--- src/include/arc_pkg.sv ---
`default_nettype none
package arc_pkg;
    // ------------------------------------------------------------
    // Register map
    // ------------------------------------------------------------
    // Printed offsets are register indices; the byte address is four times the index.
    localparam int ADDR_W = 14;
    localparam logic [11:0] IDX_CONVERSION_CONTROL = 12'h0f70;
    localparam logic [11:0] IDX_REFERENCE_HIGH_CONTROL = 12'h0f71;
    localparam logic [11:0] IDX_RESULT_HIGH_BYTE = 12'h0f72;
    localparam logic [11:0] IDX_RESULT_LOW_BITS = 12'h0f73;
    localparam logic [7:0] CONVERSION_CONTROL_RESET = 8'h00;
    localparam logic [7:0] REFERENCE_HIGH_CONTROL_RESET = 8'h80;
    localparam int GO_BIT = 7;
    localparam int REF_HIGH_BIT = 7;
    localparam int LOW_DATA_POS = 5;
    localparam int OVF_POS = 0;

    // ------------------------------------------------------------
    // Timing in system clock cycles
    // ------------------------------------------------------------
    localparam logic [12:0] SINGLE_CYCLES = 13'h1409;
    localparam logic [12:0] CONTINUOUS_SELECT_CYCLES = 13'h0100;
    localparam logic [12:0] IDLE_CYCLES = 13'h00a0;
    localparam logic [12:0] POWERUP_CYCLES = 13'h0028;

    // ------------------------------------------------------------
    // Types
    // ------------------------------------------------------------
    typedef struct packed {
        logic conversion_go;
        logic ref_level_low_bit;
        logic ref_pin_buffer_enable;
        logic continuous_select;
        logic [3:0] input_channel_select;
    } arc_ctl0_t;

    typedef struct packed {
        logic [7:0] result_upper_bits;
        logic [2:0] result_lower_bits;
        logic filter_overflow_flag;
    } arc_result_t;

    typedef enum logic [1:0] {
        ARC_IDLE = 2'b00,
        ARC_POWERUP = 2'b01,
        ARC_CONVERT = 2'b11
    } arc_state_t;
endpackage
`default_nettype wire

--- src/hdl/arc_adc_control.sv ---
// What this block does
// - Writing go one starts a conversion
// - Go during conversion restarts it
// - Go reads one until conversion finishes
// - Writing go zero does nothing
// - Reference code: off, one volt, two volts
// - Buffer bit one drives reference pin
// - Buffer bit zero frees reference pin
// - Single shot finishes after 5129 cycles
// - Continuous mode refreshes every 256 cycles
// - Codes zero to seven select inputs
// - Codes eight upward open all switches
// - Eleven bit result, upper byte readable
// - High read latches matching low bits
// - Low three bits in top positions
// - Overflow flag reports filter overflow
// - High byte holds latest conversion
// - Reserved low bits read zero
// - Continuous clears go, pulses each done
// - Idle 160 cycles powers down; 40 up
// - Clearing continuous stops conversions
//
// Register access over APB is this design's own decision.
`timescale 1ns/1ns
`default_nettype none
module arc_adc_control #(
    parameter logic [12:0] SINGLE_CYCLES = arc_pkg::SINGLE_CYCLES
) (
    input wire logic pclk,
    input wire logic presetn,
    input wire logic psel,
    input wire logic penable,
    input wire logic pwrite,
    input wire logic [arc_pkg::ADDR_W-1:0] paddr,
    input wire logic [31:0] pwdata,
    output logic [31:0] prdata,
    output logic pready,
    output logic pslverr,
    input wire logic [10:0] core_result,
    input wire logic core_overflow,
    output logic [7:0] channel_switch,
    output logic [1:0] ref_level,
    output logic ref_buffer_enable,
    output logic ref_pin_oe,
    output logic core_power_enable,
    output logic conv_running,
    output logic conv_done
);
    // ------------------------------------------------------------
    // Bus decode
    // ------------------------------------------------------------
    arc_pkg::arc_ctl0_t ctl0;
    logic [7:0] ctl1;
    logic [7:0] res_high;
    logic [7:0] res_low;
    arc_pkg::arc_result_t shadow;

    wire setup = psel & ~penable;
    wire access = psel & penable & pready;
    wire wr = access & pwrite;
    wire rd_setup = setup & ~pwrite;
    wire [11:0] idx = paddr[arc_pkg::ADDR_W-1:2];
    wire hit_ctl0 = idx == arc_pkg::IDX_CONVERSION_CONTROL;
    wire hit_ctl1 = idx == arc_pkg::IDX_REFERENCE_HIGH_CONTROL;
    wire hit_high = idx == arc_pkg::IDX_RESULT_HIGH_BYTE;
    wire hit_low = idx == arc_pkg::IDX_RESULT_LOW_BITS;
    wire mapped = (hit_ctl0 | hit_ctl1 | hit_high | hit_low) & (paddr[1:0] == 2'b00);
    wire rd_high = rd_setup & hit_high & mapped;
    wire go_write = wr & hit_ctl0 & mapped & pwdata[arc_pkg::GO_BIT];
    wire ctl0_write = wr & hit_ctl0 & mapped;
    wire [7:0] rd_mux = hit_ctl0 ? ctl0 : hit_ctl1 ? ctl1 : hit_high ? res_high : hit_low ? res_low : 8'h00;

    // Read data is registered in the setup cycle, so every read answers with one wait-free access phase.
    always_ff @(posedge pclk or negedge presetn) begin
        if (!presetn) begin
            prdata <= 32'h0000_0000;
            pready <= 1'b0;
            pslverr <= 1'b0;
        end else begin
            pready <= setup & ~pready;
            if (setup) begin
                prdata <= {24'h00_0000, mapped ? rd_mux : 8'h00};
                pslverr <= ~mapped;
            end
        end
    end

    // ------------------------------------------------------------
    // Conversion sequencer
    // ------------------------------------------------------------
    arc_pkg::arc_state_t state;
    arc_pkg::arc_state_t next_state;
    logic [12:0] count;
    logic [12:0] next_count;
    logic [12:0] idle_count;
    logic first_conv;
    logic powered_down;

    wire [12:0] conv_last = first_conv ? SINGLE_CYCLES - 13'd1 : arc_pkg::CONTINUOUS_SELECT_CYCLES - 13'd1;
    // A fresh go write beats a completion in the same cycle, so the restart is never lost.
    wire done_eff = (state == arc_pkg::ARC_CONVERT) & (count == conv_last) & ~go_write;
    wire continuous_select_stop = (state == arc_pkg::ARC_CONVERT) & ~first_conv & ~ctl0.continuous_select;
    wire idle_expire = (state == arc_pkg::ARC_IDLE) & ~powered_down & (idle_count == arc_pkg::IDLE_CYCLES - 13'd1);
    wire next_powered_down = ((powered_down | idle_expire) & ~(state == arc_pkg::ARC_POWERUP & next_state ==
        arc_pkg::ARC_CONVERT)) & ~(go_write & ~powered_down);

    always_comb begin
        next_state = state;
        next_count = count + 13'd1;
        case (state)
            arc_pkg::ARC_IDLE: begin
                next_count = 13'd0;
                if (go_write) begin
                    next_state = powered_down ? arc_pkg::ARC_POWERUP : arc_pkg::ARC_CONVERT;
                end
            end
            arc_pkg::ARC_POWERUP: begin
                if (go_write) begin
                    next_count = 13'd0;
                end else if (count == arc_pkg::POWERUP_CYCLES - 13'd1) begin
                    next_state = arc_pkg::ARC_CONVERT;
                    next_count = 13'd0;
                end
            end
            arc_pkg::ARC_CONVERT: begin
                if (go_write) begin
                    next_count = 13'd0;
                end else if (continuous_select_stop) begin
                    next_state = arc_pkg::ARC_IDLE;
                end else if (done_eff) begin
                    next_count = 13'd0;
                    if (!ctl0.continuous_select) begin
                        next_state = arc_pkg::ARC_IDLE;
                    end
                end
            end
            default: begin
                next_state = arc_pkg::ARC_IDLE;
                next_count = 13'd0;
            end
        endcase
    end

    always_ff @(posedge pclk or negedge presetn) begin
        if (!presetn) begin
            state <= arc_pkg::ARC_IDLE;
            count <= 13'd0;
            first_conv <= 1'b0;
            powered_down <= 1'b1;
            idle_count <= 13'd0;
        end else begin
            state <= next_state;
            count <= next_count;
            first_conv <= go_write | (first_conv & ~done_eff);
            powered_down <= next_powered_down;
            idle_count <= (state == arc_pkg::ARC_IDLE && !go_write) ? idle_count + 13'd1 : 13'd0;
        end
    end

    // ------------------------------------------------------------
    // Control registers
    // ------------------------------------------------------------
    always_ff @(posedge pclk or negedge presetn) begin
        if (!presetn) begin
            ctl0 <= arc_pkg::CONVERSION_CONTROL_RESET;
            ctl1 <= arc_pkg::REFERENCE_HIGH_CONTROL_RESET;
        end else begin
            if (ctl0_write) begin
                ctl0[6:0] <= pwdata[6:0];
            end
            if (go_write) begin
                ctl0.conversion_go <= 1'b1;
            end else if (done_eff & first_conv) begin
                ctl0.conversion_go <= 1'b0;
            end
            if (wr & hit_ctl1 & mapped) begin
                ctl1 <= pwdata[7:0];
            end
        end
    end

    // ------------------------------------------------------------
    // Result registers
    // ------------------------------------------------------------
    // Result bits clear at reset only so the checks never meet unknown values.
    // Software must still treat them as undefined until the first conversion completes.
    always_ff @(posedge pclk or negedge presetn) begin
        if (!presetn) begin
            res_high <= 8'h00;
            res_low <= 8'h00;
            shadow <= 12'h000;
        end else begin
        if (done_eff) begin
            res_high <= core_result[10:3];
            shadow <= {core_result, core_overflow};
        end
        if (rd_high) begin
            // Both the high byte and the low latch use values from before any same-cycle update.
            res_low <= {shadow.result_lower_bits, 4'h0, shadow.filter_overflow_flag};
        end
        end
    end

    // ------------------------------------------------------------
    // Analog side outputs
    // ------------------------------------------------------------
    genvar i;
    generate
        for (i = 0; i < 8; i++) begin : g_switch
            always_ff @(posedge pclk or negedge presetn) begin
                if (!presetn) begin
                    channel_switch[i] <= 1'b0;
                end else begin
                    channel_switch[i] <= ctl0.input_channel_select == 4'(i);
                end
            end
        end
    endgenerate

    always_ff @(posedge pclk or negedge presetn) begin
        if (!presetn) begin
            ref_level <= 2'b10;
            ref_buffer_enable <= 1'b0;
            ref_pin_oe <= 1'b0;
            core_power_enable <= 1'b0;
            conv_running <= 1'b0;
            conv_done <= 1'b0;
        end else begin
            ref_level <= {ctl1[arc_pkg::REF_HIGH_BIT], ctl0.ref_level_low_bit};
            ref_buffer_enable <= ctl0.ref_pin_buffer_enable;
            ref_pin_oe <= ctl0.ref_pin_buffer_enable;
            // The converter must be supplied while it powers up, or the warm-up time is wasted.
            core_power_enable <= ~next_powered_down | (next_state == arc_pkg::ARC_POWERUP);
            conv_running <= next_state == arc_pkg::ARC_CONVERT;
            conv_done <= done_eff;
        end
    end

    // ------------------------------------------------------------
    // Checks
    // ------------------------------------------------------------
    go_start_a: assert property (@(posedge pclk) disable iff (!presetn)
        go_write |=> ctl0.conversion_go && state != arc_pkg::ARC_IDLE)
        else $error("Go write did not start a conversion.");
    go_restart_a: assert property (@(posedge pclk) disable iff (!presetn)
        go_write && state == arc_pkg::ARC_CONVERT |=> count == 13'd0 && first_conv)
        else $error("Go write during conversion did not restart it.");
    go_clear_a: assert property (@(posedge pclk) disable iff (!presetn)
        done_eff && first_conv |=> !ctl0.conversion_go ##1 conv_done == 1'b0)
        else $error("Go bit not cleared at completion.");
    zero_write_a: assert property (@(posedge pclk) disable iff (!presetn)
        ctl0_write && !pwdata[7] && !done_eff |=> ctl0.conversion_go == $past(ctl0.conversion_go))
        else $error("Writing zero to go changed it.");
    single_len_a: assert property (@(posedge pclk) disable iff (!presetn)
        done_eff && first_conv |-> count == SINGLE_CYCLES - 13'd1 && $past(state) == arc_pkg::ARC_CONVERT)
        else $error("Single conversion length wrong.");
    continuous_select_period_a: assert property (@(posedge pclk) disable iff (!presetn)
        done_eff && ctl0.continuous_select |=> !done_eff [*8])
        else $error("Continuous completions too close.");
    switch_off_a: assert property (@(posedge pclk) disable iff (!presetn)
        ctl0.input_channel_select[3] |=> channel_switch == 8'h00)
        else $error("Reserved channel code closed a switch.");
    low_hold_a: assert property (@(posedge pclk) disable iff (!presetn)
        !rd_high |=> $stable(res_low))
        else $error("Low result bits changed without a high read.");
    power_down_a: assert property (@(posedge pclk) disable iff (!presetn)
        idle_expire && !go_write |=> powered_down && !core_power_enable)
        else $error("Converter did not power down after idle time.");
    ref_level_a: assert property (@(posedge pclk) disable iff (!presetn)
        ref_level == {$past(ctl1[arc_pkg::REF_HIGH_BIT]), $past(ctl0.ref_level_low_bit)})
        else $error("Reference level does not follow its select bits.");
    buffer_pin_a: assert property (@(posedge pclk) disable iff (!presetn)
        ref_pin_oe == ref_buffer_enable && ref_pin_oe == $past(ctl0.ref_pin_buffer_enable))
        else $error("Reference pin buffer does not follow its enable bit.");
    go_hold_a: assert property (@(posedge pclk) disable iff (!presetn)
        ctl0.conversion_go && !(done_eff && first_conv) |=> ctl0.conversion_go)
        else $error("Go bit dropped before the conversion finished.");
    continuous_select_stop_a: assert property (@(posedge pclk) disable iff (!presetn)
        continuous_select_stop && !go_write |=> state == arc_pkg::ARC_IDLE && !conv_running)
        else $error("Clearing continuous mode did not stop conversions.");
    done_pulse_a: assert property (@(posedge pclk) disable iff (!presetn)
        done_eff |=> conv_done)
        else $error("Completion did not raise the done pulse.");
endmodule
`default_nettype wire

--- config.mk ---
export PLATFORM = sky130hd
export DESIGN_NAME = arc_adc_control
export DESIGN_NICKNAME = d
export VERILOG_FILES = /design/src/include/arc_pkg.sv /design/src/hdl/arc_adc_control.sv
export SDC_FILE = /design/constraint.sdc
export NUM_CORES = 1
export LEC_CHECK = 0
export ABC_AREA = 0
export BUFFER_PORTS_ARGS = -buffer_cell sky130_fd_sc_hd__buf_2
export CAP_MARGIN = 20
export CORE_MARGIN = 2
export CORE_UTILIZATION = 45
export CTS_BUF_LIST = sky130_fd_sc_hd__clkbuf_8
export CTS_CLUSTER_DIAMETER = 40
export DETAILED_ROUTE_END_ITERATION = 8
export PLACE_DENSITY = 0.7
export SKIP_CTS_REPAIR_TIMING = 1
export SLEW_MARGIN = 10
export SYNTH_ARGS = -nofsm -noshare
export SYNTH_HDL_FRONTEND = slang
export SYNTH_SLANG_ARGS = --single-unit
--- constraint.sdc ---
create_clock -name pclk -period 3.18 [get_ports pclk]
set_input_delay 0.318 -clock pclk [delete_from_list [all_inputs] [get_ports pclk]]
set_output_delay 0.318 -clock pclk [all_outputs]
set_load 0.02 [all_outputs]
Yosys cells after proc, flatten, opt, wreduce, memory -nomap -nowiden
Index checks and enable logic that the tools add are counted.
Widths: inputs -> output; s select.

storage, ports and cells
  word-level logic and storage cells = 125
  bits of input ports = 63
  register bits = 86

cells by class
  eq/ne operators = 18
  bitwise operators = 44
  add/subtract/negate cells = 2
  mux-type cells = 24
  reductions and logical operators = 6

operator list
  operator               number
  $mux 13                7
  $eq 12x12->1 const B   4
  $mux 8                 5
  $add 13x1->13 const B  2
  $and 1x1->1            26
  $pmux 13 s2            1
  $eq 4x3->1 const B     4
  $mux 2                 8
  $eq 13x13->1           1
  $eq 13x6->1 const B    1
  $eq 13x8->1 const B    1
  $not 1->1              12
  $eq 4x2->1 const B     2
  $or 1x1->1             6
  $pmux 2 s3             1
  $eq 2x1->1 const B     2
  $eq 2x2->1 const B     2
  $eq 4x1->1 const B     1
  $logic_not 2->1        2
  $logic_not 4->1        1
  $mux 1                 2
  $reduce_bool 2->1      1
  $logic_and 1x1->1      1
  $logic_not 1->1        1

Depth between registers and ports, before layout
Gate-level depths: netlist of run 1.

  depth in word-level cells = 20
  gate-level depth with buffers = 7
  mapped depth without buffers = 6

Worst setup path after synthesis of run 1
No wires, ideal clock.

  path type = input port to flip-flop
  from = input paddr[5] (netlist name)
  to = register res_high[1]
  setup slack = 1.173 ns
  stages = 7
  arrival time = 1.882 ns
  required time = 3.055 ns
  buffers on the path = 2
  cells stage by stage = or4_4 -> nor3_4 -> and3_1 -> buf_4 -> nor2_2 -> buf_6 -> mux2_4

on the way
  word-level cells in the longest chain between the ends = 9

ends and longest elaborated chain
  element                          line                                          RTL
  start, declared                  arc_adc_control.sv:34                         input wire logic [arc_pkg::ADDR_W-1:0] paddr,
  $eq 12x12->1 (on tied branches)  arc_adc_control.sv:63, arc_adc_control.sv:64
  $or 1x1->1 (3 in series)         arc_adc_control.sv:67                         wire mapped = (hit_ctl0 | hit_ctl1 | hit_high | hit_low) & (paddr[1:0] == 2'b00);
  $and 1x1->1                      arc_adc_control.sv:67
  $and 1x1->1 * (2 in series)      arc_adc_control.sv:69                         wire go_write = wr & hit_ctl0 & mapped & pwdata[arc_pkg::GO_BIT];
  $not 1->1 *                      arc_adc_control.sv:101                        wire done_eff = (state == arc_pkg::ARC_CONVERT) & (count == conv_last) & ~go_write;
  $and 1x1->1 *                    arc_adc_control.sv:101
  named net done_eff               arc_adc_control.sv:101
  end signal, assigned             arc_adc_control.sv:194                        res_high <= core_result[10:3];
  end, declared                    arc_adc_control.sv:54                         logic [7:0] res_high;

The timed path passes the listed nets; every way through them passes the cells marked *.
A chain may end at the register's enable or synchronous reset.

Worst setup path in the final report of run 1
  from = register first_conv
  to = register res_high[0]

on the way
  word-level cells in the longest chain between the ends = 4

ends and longest elaborated chain
  element                    line                    RTL
  start, declared            arc_adc_control.sv:96   logic first_conv;
  start signal, assigned     arc_adc_control.sv:154  first_conv <= go_write | (first_conv & ~done_eff);
  $mux 13                    arc_adc_control.sv:99   wire [12:0] conv_last = first_conv ? SINGLE_CYCLES - 13'd1 : arc_pkg::CONTINUOUS_SELECT_CYCLES - 13'd1;
  $eq 13x13->1               arc_adc_control.sv:101
  $and 1x1->1 (2 in series)  arc_adc_control.sv:101

Every way passes these cells.

==> run_results.csv, run 1 <==
group,metric,value,unit
outcome,outcome,"finished with violations",
outcome,violations,"negative hold slack",
layout,num_antenna_cells,0,
job,drv_cap,0,
pwr,p_sw_share,22.8,%
logic_synthesis,synth_top_area_cell,"dfrtp_1",
sta,skew,0.0126,ns
sta,worst_slew_pin_slew,0.865,ns
clocking,htreeDepth,3,
logic_synthesis,ys_async_sr_fraction,100,%
routing,ant_nets,0,
routing,drt_iter0_drc,138,
worst_setup_path,cp.arrival,2.73,ns
die,die_w,98.0,µm
routing,finalWirelength,7280,µm
sta,final-max-slew-violation-count,0,
sta,rsz0062_at_grt,"false",
logic_synthesis,yosys-top-cells-count,"dfrtp_1, nor2_1, buf_4",
die,dieArea,0.00961,mm²
sta,fin_crit,2.50,ns
pwr,p_switching,0.476,mW
worst_setup_path,slowest_delay,0.74,ns
sta,timing.hold.ws,-0.0328,ns
global_routing,grt_first_pass_wirelength,12400,µm
die,ios,112,
die,start_util,46.1,%
worst_setup_path,start_kind,"flop",
pwr,pwr-share-seq,53.7,%
pwr,finalPower,2.09,mW
sta,final.setup.tns,0,ns
worst_setup_path,cp_max_fo,13,
worst_setup_path,critPathKind,"flop to flop",
worst_setup_path,slowest_stage,"nor2_2",
global_routing,grt_pass1_vias,2549,
worst_setup_path,cp_num_buf_inv,0,
sta,period_share,78.5,%
routing,drt_pre_antenna_iters,4,
sta,hold_viol,46,
routing,wire_per_inst,13.7,µm
logic_synthesis,synth_area_per_cell,11.2,µm²
layout,nNetsFinal,484,
logic_synthesis,ys_seq_area_share,54.2,%
placed_design,post-dp-hpwl,5220,µm
pwr,p_leak,2.22,nW
logic_synthesis,yosysMostFrequentCell,"dfrtp_1",
pwr,ir_worst_vdd,0.000282,V
pwr,p_clk_share,40.6,%
logic_synthesis,synth_seq_cells,86,
routing,vias,2704,
die,core_area,0.00864,mm²
routing,vias_per_cell,5.08,
clocking,clk_path_buf_depth,2,
logic_synthesis,ys_dominant_reg_cell,"dfrtp_1",
layout,drive_above_1_share,28.1,%
sta,max_freq,401,MHz
logic_synthesis,synth_edf_count,0,
die,fp.dieH,98.0,µm
logic_synthesis,synth_area_leaders,"dfrtp_1, mux2_2, buf_4, nor2_1, mux2_4",
routing,route.detailed.drc,0,
die,rows,34,
sta,setup_violations,0,
clocking,clk_pin_slew,0.08,ns
logic_synthesis,synth_top_area_share,52.2,%
logic_synthesis,yosysWarningCount,0,
worst_setup_path,cp-end-kind,"flop",
pwr,power_density,461,mW/mm²
layout,nFillCells,783,
logic_synthesis,syn_inst,354,
logic_synthesis,synth_cell_types,44,
logic_synthesis,synthesis.area,0.00398,mm²
clocking,cts.sinks,86,
worst_setup_path,cp_top_family,"simple AND/OR/NAND/NOR gates",
global_routing,grt_start_max_net_pins,87,
placed_design,io_buffers,63,
sta,relSlewSlack,42.2,%
global_routing,grt_overflow,0,
layout,area_delta_synth_final,14.0,%
clocking,clock-root-buffer,"clkbuf_8",
clocking,clock_latency,0.35,ns
worst_setup_path,crit_chain,"nand4b_1, nor4b_1, o2111ai_1, nor2_2, mux2_2",
pwr,p_int,1.61,mW
worst_setup_path,required,3.41,ns
placed_design,gp_routability_congestion,0.812,
pwr,pwr-share-comb,5.7,%
clocking,cts_tree,"built",
global_routing,antenna_found_initial,0,
clocking,cts_buffers,9,
hold_path,hp-class,"primary input to async pin",
global_routing,groute.usage.overall,15.8,%
==> kinds of logic after synthesis <==
logic type,share of synthesized area (%)
compound gates,6.60
flops,54.2
fa+ha+maj,0.629
other cells,0.0942
xor+xnor,4.84
mux,9.62
buf+inv,6.88
simple gates,17.2
==> state kept, by name (all words and copies together) (netlist names), 2 cells and up <==
name            count
channel_switch      8
res_high            8
ctl1                8
ref_level           2
shadow              4
res_low             4
ctl0                8
idle_count         13
prdata              8
count              13
state               2
==> final timing paths <==
kind | from | endpoint | slack (ns) | cells past startpoint
worst min-delay path | presetn | ctl0[3]$_DFFE_PN0N_ | -0.03 | 1
worst max-delay path | first_conv$_DFF_PN0_ | res_high[0]$_DFFE_PN0P_ | 0.68 | 5
max in group asynchronous | presetn | ctl1[7]$_DFFE_PN1P_ | 2.53 | 2
worst min register to register | ctl1[7]$_DFFE_PN1P_ | ref_level[1]$_DFF_PN1_ | 0.38 | 0
worst max register to register | first_conv$_DFF_PN0_ | res_high[0]$_DFFE_PN0P_ | 0.68 | 5
min in group pclk | core_result[10] | res_high[7]$_DFFE_PN0P_ | 0.19 | 2
==> metal layers <==
layer	share of wire, %	wire length (µm)	up-vias	global-route usage, %
li1	-	-	1314	-
met1	45	3260	1307	21.9
met2	49	3530	78	24.8
met3	5.9	430	5	4.65
met4	0.78	57	0	4.06
met5	0	0	-	0
==> final cells by class <==
type	instances	area (µm²)	area share [%]
sequential	86	2160	47.5
tap	108	135	2.98
timing repair buffer	65	345	7.61
inverter	10	37.5	0.828
clock buffer	10	138	3.03
clock inverter	6	87.6	1.93
multi-input combinational	247	1640	36.1
==> metrics by stage <==
stage          hold WS, ns  instances  util [%]  setup slack, ns  cell area (µm²)
2_1_floorplan       0.0224        377         -             1.17             4070
3_3_place_gp         0.364        515      49.7            0.677             4290
3_5_place_dp         0.366        515      49.7            0.675             4290
4_1_cts              0.178        531      52.3            0.661             4520
5_1_grt            0.00763        532      52.5            0.470             4540
6_report           -0.0328        532      52.5            0.683             4540
==> power groups by stage <==
stage,registers (mW),clock network [mW],logic (mW)
2_1_floorplan,1.14,0,0.0848
3_3_place_gp,1.14,0,0.115
3_5_place_dp,1.14,0,0.118
4_1_cts,1.12,0.870,0.118
5_1_grt,1.12,0.924,0.134
6_report,1.12,0.848,0.118
==> layout by cell type, fill, tap and decap left out, types with 5 or more instances in the layout <==
master and n:
dfrtp_1 83, buf_2 62, nor2_1 37, conb_1 24
mux2_2 22, nand2_1 19, nand3_1 14, o21ai_0 13
xor2_1 13, inv_1 11, clkbuf_8 10, and3_1 9
nor3_1 9, xnor2_1 9, mux2_4 9, a21oi_1 8
nand2b_1 8, nand4_1 5, nor2b_1 5
Note: power is estimated with default switching activity, not from simulation.
==> inputs of run 2 (changes only) <==
--- a/config.mk
+++ b/config.mk
@@ -5,7 +5,7 @@
 export SDC_FILE = /design/constraint.sdc
 export NUM_CORES = 1
 export LEC_CHECK = 0
-export ABC_AREA = 0
+export ABC_AREA = 1
 export BUFFER_PORTS_ARGS = -buffer_cell sky130_fd_sc_hd__buf_2
 export CAP_MARGIN = 20
 export CORE_MARGIN = 2
==> constraint.sdc (replaced) <==
create_clock -name pclk -period 2.3 [get_ports pclk]
set_input_delay 0.23 -clock pclk [delete_from_list [all_inputs] [get_ports pclk]]
set_output_delay 0.23 -clock pclk [all_outputs]
set_load 0.02 [all_outputs]
==> run_results.csv, run 2 <==
group,metric,value,unit
logic_synthesis,ys_dominant_reg_cell,"dfrtp_1",
layout,final_area,0.00481,mm²
placed_design,dpl_cell_area,0.00459,mm²
worst_setup_path,cp-end-kind,"flop",
sta,period_share,81.5,%
clocking,cts_tree,"built",
logic_synthesis,synthesis.area,0.00426,mm²
clocking,clock_latency,0.35,ns
layout,layoutNonFillerInstCount,682,
worst_setup_path,reg2reg_to,"count[2]$_DFF_PN0_",
worst_setup_path,cp-endpoint,"count[2]$_DFF_PN0_",
layout,top_regs,"count x13, idle_count x13",
placed_design,io_buffers,63,
logic_synthesis,synth_edf_count,0,
sta,setup_violations,0,
layout,final_common_cell,"nand2_1",
layout,nNetsFinal,631,
global_routing,antenna_found_initial,0,
logic_synthesis,synth_top_area_share,48.8,%
layout,area_delta_synth_final,13.0,%
routing,wire_per_inst,12.0,µm
logic_synthesis,synth_area_leaders,"dfrtp_1, nand2_1, inv_1, buf_4, nor2_1",
clocking,clk_path_buf_depth,2,
logic_synthesis,synth_top_area_cell,"dfrtp_1",
global_routing,grt_first_pass_wirelength,14200,µm
layout,fin_util,52.3,%
job,drv_cap,0,
sta,skew,0.00890,ns
logic_synthesis,synth_cell_types,41,
pwr,ir_worst_vdd,0.000250,V
clocking,cts.sinks,86,
placed_design,post-dp-hpwl,6300,µm
global_routing,grt_start_max_net_pins,40,
placed_design,gp_routability_congestion,0.900,
outcome,outcome,"complete, no violations",
worst_setup_path,crit_chain,"ha_1, nand2_1, inv_1, nand2_1, nor3_1, nor3_1, nor2_1, nand2_1, nand2_2, nor3_1",
sta,relSlewSlack,66.1,%
layout,drive_above_1_share,22.2,%
sta,worst_slew_pin_slew,0.507,ns
worst_setup_path,start_kind,"flop",
die,start_util,46.3,%
global_routing,grt_pass1_vias,3212,
routing,finalWirelength,8200,µm
worst_setup_path,required,2.52,ns
die,core_area,0.00920,mm²
routing,vias,3282,
sta,final-max-slew-violation-count,0,
clocking,cts_buffers,9,
hold_path,hp-class,"primary input to flop",
worst_setup_path,reg2reg_slack,0.43,ns
layout,nFillCells,905,
die,dieArea,0.0103,mm²
routing,vias_per_cell,4.81,
placed_design,dp_cells,665,
logic_synthesis,synth_area_per_cell,8.57,µm²
logic_synthesis,yosys-top-cells-count,"nand2_1, dfrtp_1, inv_1",
logic_synthesis,yosysWarningCount,0,
pwr,finalPower,2.78,mW
clocking,clock-root-buffer,"clkbuf_8",
global_routing,groute.usage.overall,17.6,%
pwr,p_leak,2.50,nW
sta,rsz0062_at_grt,"false",
routing,drt_iter0_drc,134,
logic_synthesis,yosysMostFrequentCell,"nand2_1",
worst_setup_path,reg2regPathDepth,10,
sta,hold_viol,0,
hold_path,hp-start,"core_result[4]",
worst_setup_path,crit_path_start,"count[0]$_DFF_PN0_",
worst_setup_path,cp.arrival,2.10,ns
logic_synthesis,ys_async_sr_fraction,100,%
global_routing,grt_overflow,0,
die,ios,112,
worst_setup_path,cp_max_fo,13,
routing,drt_pre_antenna_iters,4,
logic_synthesis,syn_inst,497,
worst_setup_path,slowest_stage,"dfrtp_1",
logic_synthesis,synth_seq_cells,86,
sta,fin_crit,1.87,ns
clocking,htreeDepth,3,
die,fp.dieH,101,µm
sta,final.setup.tns,0,ns
layout,final_cell_mix,"nand2_1, dfrtp_1, inv_1",
die,rows,35,
logic_synthesis,ys_seq_area_share,50.6,%
sta,max_freq,533,MHz
die,die_w,101,µm
worst_setup_path,r2r-start,"count[0]$_DFF_PN0_",
clocking,clk_pin_slew,0.08,ns
worst_setup_path,critPathKind,"flop to flop",
layout,num_antenna_cells,0,
routing,ant_nets,0,
worst_setup_path,slowest_delay,0.43,ns
pwr,power_density,577,mW/mm²
routing,route.detailed.drc,0,
run 2: changes by cell type after synthesis, sizes merged, moves of 8 or more:
cell	before	now
and3	9	0
inv	10	67
mux2	31	1
nand2	19	126
nand2b	8	0
nor2	39	56
nor3	10	33
o21ai	13	27
run 2: critical path, delay by kind of cell, from the launching register on:
family | cells | cell delay (ns)
simple gates | 8 | 1.03
fa+ha+maj | 1 | 0.19
buf+inv | 1 | 0.09
flops | 1 | 0.43
run 2: how the worst min path moves through the flow:
stage,end,depth (start not counted)
2_1_floorplan,channel_switch[0]$_DFF_PN0_,0
3_3_place_gp,res_high[5]$_DFFE_PN0P_,1
3_5_place_dp,res_low[7]$_DFFE_PN0P_,1
4_1_cts,res_low[7]$_DFFE_PN0P_,1
5_1_grt,shadow[1]$_DFFE_PN0P_,3
6_report,res_high[1]$_DFFE_PN0P_,3
run 2: report_power, final:
group | internal, mW | switching (mW)
registers | 1.52 | 0.00438
logic | 0.0445 | 0.119
clock network | 0.586 | 0.508
run 2: layer usage:
metal | vias to the layer above | part of all wire [%] | routed length, µm | GRT usage (%)
met5 | - | 0 | 0 | 0
met4 | 0 | 1.8 | 150 | 7.69
met3 | 13 | 4.0 | 329 | 3.04
met2 | 82 | 46 | 3780 | 28.4
met1 | 1526 | 48 | 3950 | 23.4
li1 | 1661 | - | - | -
run 2: cell type report:
type                            instances  area (µm²)  share of cell area, %
Timing Repair Buffer                   68         358                   7.44
Clock buffer                           12         165                   3.43
Sequential cell                        86        2160                   44.8
Multi-Input combinational cell        334        1700                   35.2
Clock inverter                          4        46.3                  0.962
Inverter                               67         251                   5.23
Tap cell                              111         139                   2.89
run 2: logic make-up after synthesis:
family	synth area share, %
compound gates	6.96
xor+xnor	2.06
fa+ha+maj	0.587
buf+inv	11.6
flops	50.6
mux	0.499
other cells	0.0880
simple gates	27.6
run 2: metrics by stage:
| step | hold WS [ns] | setup WS, ns |
|---|---|---|
| 6_report | 0.0729 | 0.425 |
| 5_1_grt | 0.0805 | 0.283 |
| 4_1_cts | -0.153 | 0.424 |
| 3_5_place_dp | 0.227 | 0.387 |
| 3_3_place_gp | 0.228 | 0.418 |
| 2_1_floorplan | -0.0656 | 0.707 |
